<file path="config.mk">
export PLATFORM = sky130hd
export DESIGN_NAME = sensor_power_reset_sequencer
export DESIGN_NICKNAME = d
export VERILOG_FILES = /design/src/inc/sensor_seq_pkg.sv /design/src/design/sync2.sv /design/src/design/sensor_power_reset_sequencer.sv
export SDC_FILE = /design/constraint.sdc
export NUM_CORES = 1
export LEC_CHECK = 0
export ABC_AREA = 0
export BUFFER_PORTS_ARGS = -buffer_cell sky130_fd_sc_hd__buf_2
export CAP_MARGIN = 10
export CELL_PAD_IN_SITES_DETAIL_PLACEMENT = 0
export CELL_PAD_IN_SITES_GLOBAL_PLACEMENT = 1
export CORE_MARGIN = 8
export CORE_UTILIZATION = 34
export CTS_CLUSTER_SIZE = 28
export DETAILED_ROUTE_END_ITERATION = 8
export PLACE_DENSITY_LB_ADDON = 0.15
export SLEW_MARGIN = 0
export SYNTH_ARGS = -nofsm -noshare
export SYNTH_HDL_FRONTEND = slang
export SYNTH_HIERARCHICAL = 1
export SYNTH_SLANG_ARGS = --single-unit
</file>
<file path="constraint.sdc">
create_clock -name clk_in -period 1.7 [get_ports clk_in]
set_clock_uncertainty 0.2 [all_clocks]
set_input_delay 0.17 -clock clk_in [delete_from_list [all_inputs] [get_ports clk_in]]
set_output_delay 0.17 -clock clk_in [all_outputs]
set_load 0.005 [all_outputs]
</file>
<file path="src/inc/sensor_seq_pkg.sv">
package sensor_seq_pkg;

    // register map
    localparam logic [15:0] MODE_CTRL_ADDR = 16'h301A;
    localparam logic [15:0] MODE_CTRL_RST  = 16'h0000;
    localparam int          STREAM_BIT     = 2;
    localparam int          STOP_MODE_BIT  = 3;

    // timing
    localparam int CLK_HZ          = 10_000_000;
    localparam int INIT_EXTCLKS    = 150000;
    localparam int HARD_RESET_MS   = 1;
    localparam int HARD_RESET_CYC  = (HARD_RESET_MS * CLK_HZ + 999) / 1000;
    localparam int INIT_CNT_W      = 18;

    typedef enum logic [2:0] {
        ST_RESET   = 3'b000,
        ST_INIT    = 3'b001,
        ST_STANDBY = 3'b010,
        ST_STREAM  = 3'b011,
        ST_DRAIN   = 3'b100
    } seq_state_e;

    typedef struct packed {
        logic        wr;
        logic        rd;
        logic [15:0] addr;
        logic [15:0] wdata;
    } reg_req_s;

    typedef struct packed {
        logic        row_end;
        logic        frame_end;
    } video_mark_s;

endpackage

</file>
<file path="src/design/sync2.sv">
`timescale 1ns/1ps
`default_nettype none
module sync2 (
    input  wire logic clk_in,
    input  wire logic srst_in,
    input  wire logic d_in,
    output logic      q_out
);
    logic s1_r;
    logic s1_nxt;
    logic s2_nxt;

    always_comb begin
        s1_nxt = srst_in ? 1'b0 : d_in;
        s2_nxt = srst_in ? 1'b0 : s1_r;
    end

    always_ff @(posedge clk_in) begin
        s1_r  <= s1_nxt;
        q_out <= s2_nxt;
    end
endmodule
`default_nettype wire

</file>
<file path="src/design/sensor_power_reset_sequencer.sv">
// Operation
// host turns supplies on PLL, analog/pixel, IO, core, serial; ~100 us apart
// host never enables PLL supply after any other supply
// host starts input clock only after last supply is stable
// host holds active-low reset at least 1 ms after supplies settle
// parallel outputs stay high-impedance while hard reset is asserted; code drops par_oe_out two clocks after the pin falls
// init of 150000 input clocks into standby; host waits before configuring
// host waits 1 ms for PLL lock before enabling streaming
// writing 1 to bit 2 of mode control register starts streaming
// host clears streaming bit before removing any supply
// after streaming clears, standby only at end of row or frame
// host removes supplies serial, core, IO, analog/pixel, PLL last
// host waits 100 ms between power-down and next power-up
// RC-held reset must also span supply and crystal settling, ~30 ms
// init count starts at reset release; config writes ignored until done
`timescale 1ns/1ps
`default_nettype none
module sensor_power_reset_sequencer (
    // clock and reset (clk_in is the external input clock)
    input  wire logic                        clk_in,
    input  wire logic                        srst_in,
    // hard reset pin, active low
    input  wire logic                        hard_reset_n_in,
    // register access from the serial interface
    input  wire sensor_seq_pkg::reg_req_s    req_in,
    output logic      [15:0]                 rdata_out,
    output logic                             rvalid_out,
    // video timing marks from the readout
    input  wire sensor_seq_pkg::video_mark_s mark_in,
    // status and output control
    output logic                             par_oe_out,
    output logic                             streaming_out,
    output logic                             standby_out,
    output logic                             init_done_out
);
    import sensor_seq_pkg::*;

    logic                  rst_n_sync;
    seq_state_e            state_r;
    seq_state_e            state_nxt;
    logic [INIT_CNT_W-1:0] init_cnt_r;
    logic [INIT_CNT_W-1:0] init_cnt_nxt;
    logic [15:0]           ctrl_r;
    logic [15:0]           ctrl_nxt;
    logic [15:0]           rdata_nxt;
    logic                  rvalid_nxt;
    logic                  cfg_ok;
    logic                  wr_ctrl;
    logic                  end_mark;

    sync2 u_rst_sync (
        .clk_in  (clk_in),
        .srst_in (srst_in),
        .d_in    (hard_reset_n_in),
        .q_out   (rst_n_sync)
    );

    assign cfg_ok   = (state_r != ST_RESET) && (state_r != ST_INIT);
    assign wr_ctrl  = req_in.wr && cfg_ok && (req_in.addr == MODE_CTRL_ADDR);
    // stop point chosen by config bit: frame end when set, row end otherwise
    assign end_mark = ctrl_r[STOP_MODE_BIT] ? mark_in.frame_end : mark_in.row_end;

    always_comb begin
        state_nxt    = state_r;
        init_cnt_nxt = init_cnt_r;
        ctrl_nxt     = wr_ctrl ? req_in.wdata : ctrl_r;
        rvalid_nxt   = req_in.rd;
        rdata_nxt    = 16'h0000;
        if (req_in.rd && req_in.addr == MODE_CTRL_ADDR) begin
            rdata_nxt = ctrl_r;
        end
        unique case (state_r)
            ST_RESET: begin
                init_cnt_nxt = '0;
                if (rst_n_sync) begin
                    state_nxt = ST_INIT;
                end
            end
            ST_INIT: begin
                init_cnt_nxt = init_cnt_r + 1'b1;
                if (init_cnt_r == INIT_CNT_W'(INIT_EXTCLKS - 1)) begin
                    state_nxt = ST_STANDBY;
                end
            end
            ST_STANDBY: begin
                if (ctrl_r[STREAM_BIT]) begin
                    state_nxt = ST_STREAM;
                end
            end
            ST_STREAM: begin
                if (!ctrl_r[STREAM_BIT]) begin
                    state_nxt = ST_DRAIN;
                end
            end
            ST_DRAIN: begin
                if (ctrl_r[STREAM_BIT]) begin
                    state_nxt = ST_STREAM;
                end else if (end_mark) begin
                    state_nxt = ST_STANDBY;
                end
            end
            default: state_nxt = ST_RESET;
        endcase
        if (!rst_n_sync) begin
            state_nxt    = ST_RESET;
            init_cnt_nxt = '0;
            ctrl_nxt     = MODE_CTRL_RST;
        end
    end

    always_ff @(posedge clk_in) begin
        if (srst_in) begin
            state_r    <= ST_RESET;
            init_cnt_r <= '0;
            ctrl_r     <= MODE_CTRL_RST;
            rdata_out  <= 16'h0000;
            rvalid_out <= 1'b0;
        end else begin
            state_r    <= state_nxt;
            init_cnt_r <= init_cnt_nxt;
            ctrl_r     <= ctrl_nxt;
            rdata_out  <= rdata_nxt;
            rvalid_out <= rvalid_nxt;
        end
    end

    // outputs driven only while streaming or draining the current row/frame
    assign par_oe_out    = rst_n_sync && (state_r == ST_STREAM || state_r == ST_DRAIN);
    assign streaming_out = (state_r == ST_STREAM) || (state_r == ST_DRAIN);
    assign standby_out   = (state_r == ST_STANDBY);
    assign init_done_out = cfg_ok;
endmodule
`default_nettype wire

</file>
==> results of run 1 <==
## layout by cell type, fill, tap and decap left out, drive strengths merged, types with 4 or more instances in the layout
cell         synthesis  layout
a21oi               31      31
and2                 4       4
and3                17      17
and4                 6       6
buf                  5     102
clkbuf              14       5
dfxtp               56      56
dlygate4sd3          0      20
inv                  4       6
nand2               12      12
nand3               22      22
nand4                6       6
nor2                13      13
nor2b                5       5
o21ai               26      26
or3                  6       6
xor2                 4       4
## cell type report
type | count | area (um^2)
Clock buffer | 5 | 68.8
Clock inverter | 3 | 25.0
Fill cell | 633 | 3240
Inverter | 4 | 17.5
Multi-Input combinational cell | 185 | 1240
Sequential cell | 56 | 1140
Tap cell | 80 | 100
Timing Repair Buffer | 122 | 857
## power groups by stage
stage          clock [mW]  sequential (mW)  combinational [mW]
6_report            0.783             1.31               0.120
3_5_place_dp            0             1.35              0.0817
4_1_cts             0.799             1.31               0.119
2_1_floorplan           0             1.35              0.0260
5_1_grt             0.856             1.32               0.132
3_3_place_gp            0             1.35              0.0820
## sequential cells by signal, summed over array words and instances, names as in the netlist
| signal | cells |
|---|---|
| ctrl_r | 16 |
| init_cnt_r | 18 |
| rdata_out | 16 |
| rvalid_out | 1 |
| state_r | 3 |
| u_rst_sync/q_out | 1 |
| u_rst_sync/s1_r | 1 |
## metrics by stage
stage               area (um^2)  std cells  utilization (%)  worst slack, ns
floorplan                  2330        264                -          -0.0266
detailed placement         2890        416             43.3          -0.0549
global placement           2890        416             43.3          -0.0185
finish                     3450        455             51.6          -0.0371
CTS                        3350        453             50.1          -0.0419
global route               3450        455             51.6           -0.135
## path summary, 6_finish.rpt
path	startpoint	end	slack (ns)	depth (start not counted)
setup / recovery	state_r[1]	par_oe_out	-0.04	5
setup reg to reg	state_r[2]	init_cnt_r[11]	-0.02	4
hold / removal	srst_in	rvalid_out	0.12	2
hold reg to reg	u_rst_sync/s1_r	u_rst_sync/q_out	0.27	1
## worst register-to-register path, cell delays in order, from the launching register on
cell and delay (ns):
dfxtp_4 0.38, and4bb_1 0.30, nand4_1 0.23, or3_1 0.41, a21oi_2 0.14
## logic make-up after synthesis
group | count (synthesis) | share of synthesized area, %
compound gates | 68 | 16.2
flops | 56 | 48.7
buf+inv | 23 | 4.13
xor+xnor | 5 | 1.90
fa+ha+maj | 1 | 0.544
simple gates | 109 | 27.6
mux | 2 | 0.924
## layer usage
| layer | wire length [um] | global-route usage [%] |
|---|---|---|
| met1 | 3210 | 17.2 |
| met2 | 2990 | 22.4 |
| met3 | 412 | 4.34 |
| met4 | 86 | 3.66 |
| met5 | 0 | 0 |
## timing repair
| item | 4_1_cts | 5_1_grt |
|---|---|---|
| setup endpoints to repair | 11 | 12 |
| buffers inserted | 9 | 2 |
| pin swaps | 15 | 4 |
| resized for setup | 26 | 18 |
| hold buffers | 20 | 0 |
| endpoints found under the hold margin | 19 | 0 |
==> impl_metrics.ini, run 1 <==
[power]
switching_share_pct = 23.7
intPower_mw = 1.69
power_frac_clock_pct = 35.3
powerDensity_nw_per_um2 = 644
seq_power_share_pct = 59.3
vdd_drop_max_v = 0.000405
p_comb_share_pct = 5.4
p_leak_nw = 1.40
power.total_mw = 2.22
p_switching_mw = 0.526

[clocking]
clkTransAtPathRegs_ns = 0.11
numCtsBuffers = 5
cts.sinks = 56
cts.path.max_buffers = 2
clk_latency_ns = 0.32
root_buffer = clkbuf_8
cts_tree = yes
cts_max_level = 2

[synthesis]
synth_top_area_cell = dfxtp_1
synthTopCellsByArea = dfxtp_1, a21oi_1, o21ai_0
yosysMostFrequentCell = dfxtp_1
syn_area_um2 = 2300
synth_commonest_cells = dfxtp_1, a21oi_1, o21ai_0
ys_types = 42
ys.flop_type = dfxtp_1
syn_inst = 264
syn-num-nets = 304
synthArstFlopShare_pct = 0
synth-edff-count = 0
ys_seq_area_share_pct = 48.7
synth_seq_cells = 56
yosys_warnings = 6
avgSynthCellArea_um2 = 8.72
yosysTopAreaCellShare_pct = 48.7

[global_route]
grt_overflow = 0
antenna_found_initial = 0
grt_pass1_vias = 2281
grt_pass1_wl_mm = 11.1
track_usage_pct = 13.8
grt_max_degree = 33

[status]
status = complete, but fails checks
violations = setup timing

[routing]
via_per_inst = 5.11
wire_per_inst_um = 14.7
drtPass1Iterations = 4
drtAntennaViolNets = 0
detail_route.iter0.violations = 118
drc_errors = 0
vias = 2326
totalWireLength_mm = 6.69

[placement]
io_buffers = 59
gp_congestion = 0.812
dp_hpwl_mm = 4.53

[floorplanning]
core_um2 = 6680
fp-row-count = 30
die_w_um = 98.3
io_pins = 60
fp.dieH_um = 98.3
start_util_pct = 34.4
dieArea_um2 = 9660

[timing]
drv_slew = 0
final.setup.tns_ns = -0.0832
fin_crit_ns = 1.74
setup_viol_count_final = 4
min_period_over_period_pct = 102
setup_ws_ns = -0.0371
relSlewSlack_pct = 24.5
hold_violations = 0
rsz0062_at_grt = true
worst_pin_slew_ns = 1.13
fmax_mhz = 576
holdWs_ns = 0.116

[worst_setup_path]
critPathKind = flop to output pin
crit_arrival_ns = 1.37
required_ns = 1.33
cpLargestDelayFamily = simple AND/OR/NAND/NOR gates
setup.worst_path.end_class = output pin
cp-start-kind = flop
max_stage_delay_ns = 0.36
cp_max_fo = 5
worst-path-buf-inv = 2
cpMostUsedCell = buf_6
crit_path_cell_trace = buf_6, nor3b_4, nand2b_4, and2_4, buf_6
crit_path_top_delay_cell = dfxtp_2

[job]
max-cap-violations = 0

[worst_hold_path]
hold_class = input port to flop

[final_layout]
diodes = 0
layout.nets = 414
drive_gt1_share_pct = 39.5
synthToLayoutAreaGrowth_pct = 49.8
Power figures use the tool's default switching activity.
==> run 2, diff against run 1 <==
- CORE_UTILIZATION: 34 -> 35
- SYNTH_HIERARCHICAL: 1 -> default
==> run 2 against run 1 <==
Against the previous run: the run still ends with setup timing left; global-route usage rose by 0.21 points; setup slack got worse by 0.076 ns; sequential share of layout area fell by 0.095 points.
==> impl_metrics.ini, run 2 <==
[status]
status = complete, but fails checks
violations = setup timing

[power]
switching_share_pct = 23.7
p_comb_share_pct = 5.5
p_switching_mw = 0.527
seq_power_share_pct = 59.2
powerDensity_nw_per_um2 = 640
p_leak_nw = 1.40
power.total_mw = 2.22
power_frac_clock_pct = 35.3
intPower_mw = 1.69
vdd_drop_max_v = 0.000329

[synthesis]
synth_seq_cells = 56
syn-num-nets = 303
ys_types = 46
avgSynthCellArea_um2 = 8.80
syn_area_um2 = 2310
yosys_warnings = 0
syn_inst = 263
ys.flop_type = dfxtp_1
synth-edff-count = 0
synth_commonest_cells = dfxtp_1, o21ai_0, nand2_1
synthTopCellsByArea = dfxtp_1, nand4_1, o21ai_0
synth_top_area_cell = dfxtp_1
yosysTopAreaCellShare_pct = 48.5
yosysMostFrequentCell = dfxtp_1
synthArstFlopShare_pct = 0
ys_seq_area_share_pct = 48.5

[routing]
via_per_inst = 5.08
vias = 2338
drtAntennaViolNets = 0
drtPass1Iterations = 4
detail_route.iter0.violations = 68
totalWireLength_mm = 6.71
drc_errors = 0
wire_per_inst_um = 14.6

[global_route]
use_met1_pct = 16.4
grt_pass1_vias = 2313
grt_overflow = 0
grt_max_degree = 37
grt_util_met2_pct = 24.0
grt.met3_usage_pct = 3.70
grt_pass1_wl_mm = 11.1
track_usage_pct = 14.0
antenna_found_initial = 1
busiest_layer = met2

[final_layout]
drive_gt1_share_pct = 40.8
reg.largest.list = init_cnt_r: 18 flops, ctrl_r: 16 flops, rdata_out: 16 flops
final_common_cell = buf_2
layout.nets = 421
largest_reg_flops = 18
largest_register = init_cnt_r
synthToLayoutAreaGrowth_pct = 49.9
layout_common_cells = buf_2, buf_4, dfxtp_1
utilization_pct = 54.3

[worst_setup_path]
r2r_cells = 4
critPathKind = flop to output pin
crit_arrival_ns = 1.44
setup.worst_path.start = state_r[2]
required_ns = 1.33
rr_startpoint = state_r[1]
cp_max_fo = 4
cp-start-kind = flop
setup.worst_path.end_class = output pin

[floorplanning]
die_w_um = 97.3
dieArea_um2 = 9470
core_um2 = 6390
fp-row-count = 29
start_util_pct = 36.2
io_pins = 60
fp.dieH_um = 97.3

[timing]
worst_pin_slew_ns = 0.403
hold_violations = 0
final.setup.tns_ns = -0.506
min_period_over_period_pct = 107
fin_crit_ns = 1.81
relSlewSlack_pct = 72.7
drv_slew = 0
fmax_mhz = 552
setup_viol_count_final = 10
setup_ws_ns = -0.113
rsz0062_at_grt = true

[clocking]
cts.sinks = 56
cts.path.max_buffers = 2
cts_tree = yes
root_buffer = clkbuf_8
cts_max_level = 2
clkTransAtPathRegs_ns = 0.11
clk_latency_ns = 0.32
numCtsBuffers = 5

[placement]
io_buffers = 59
dp_hpwl_mm = 4.63
gp_congestion = 0.793

[worst_hold_path]
min-delay-start = mark_in[1]
whs_path_depth = 4
hold_class = input port to flop

[job]
max-cap-violations = 0
-- run 2: cell count changes after synthesis, sizes merged, moves of 11 or more --
cell   previous run  this run
nand2            12        23
a21oi            31        15
nand4             6        22
and2              4        20
nand3            22         7
and3             17         2
-- run 2: through the flow --
step                      hold WS [ns]  cells  instance area [um^2]  setup WS, ns
after floorplan                 0.0416    263                  2390       -0.0886
after global placement           0.182    424                  3040        -0.101
after detailed placement         0.186    424                  3040        -0.132
after CTS                       0.0850    454                  3400        -0.120
after global routing             0.129    460                  3470        -0.163
final                           0.0827    460                  3470        -0.113
-- run 2: logic make-up after synthesis --
family | Yosys count | synth area share [%]
simple gates | 127 | 32.5
flops | 56 | 48.5
compound gates | 54 | 13.3
buf+inv | 20 | 3.35
xor+xnor | 4 | 1.51
mux | 1 | 0.433
fa+ha+maj | 1 | 0.541
-- run 2: metal layers --
metal | routed length, um | share of wire, %
met2 | 3190 | 48
met5 | 0 | 0
met4 | 120 | 1.8
met1 | 3040 | 45
met3 | 356 | 5.3
-- run 2: power by group through the flow --
stage | clock network, mW | logic, mW | registers (mW)
floorplan | 0 | 0.0265 | 1.35
global placement | 0 | 0.0830 | 1.35
detailed placement | 0 | 0.0825 | 1.35
CTS | 0.808 | 0.120 | 1.31
global route | 0.853 | 0.133 | 1.31
finish | 0.784 | 0.122 | 1.31
-- run 2: what timing repair did --
item / in CTS / in global routing
pin swaps: 7 / 2
hold buffers: 20 / 0
endpoints found under the setup margin: 29 / 29
setup buffers: 2 / 5
gates resized for setup: 19 / 10
hold endpoints to repair: 19 / 0
-- run 2: final cells by class --
| class | instances | area [um^2] |
|---|---|---|
| Clock buffer | 5 | 68.8 |
| Tap cell | 77 | 96.3 |
| Timing Repair Buffer | 126 | 881 |
| Multi-Input combinational cell | 187 | 1230 |
| Clock inverter | 3 | 25.0 |
| Antenna cell | 1 | 2.50 |
| Sequential cell | 56 | 1140 |
| Fill cell | 590 | 2920 |
| Inverter | 5 | 18.8 |
-- run 2: path summary, 6_finish.rpt --
kind	end	slack, ns
max	par_oe_out	-0.11
min	state_r[2]	0.08
max reg2reg	init_cnt_r[14]	-0.07
min reg2reg	ctrl_r[5]	0.25
-- run 2: worst max-delay path, stage by stage, from the launching register on --
cell and delay, ns:
dfxtp_2 0.35, buf_6 0.12, nor2b_4 0.12, and2_4 0.13, a21o_1 0.15, and2_1 0.13
buf_2 0.12
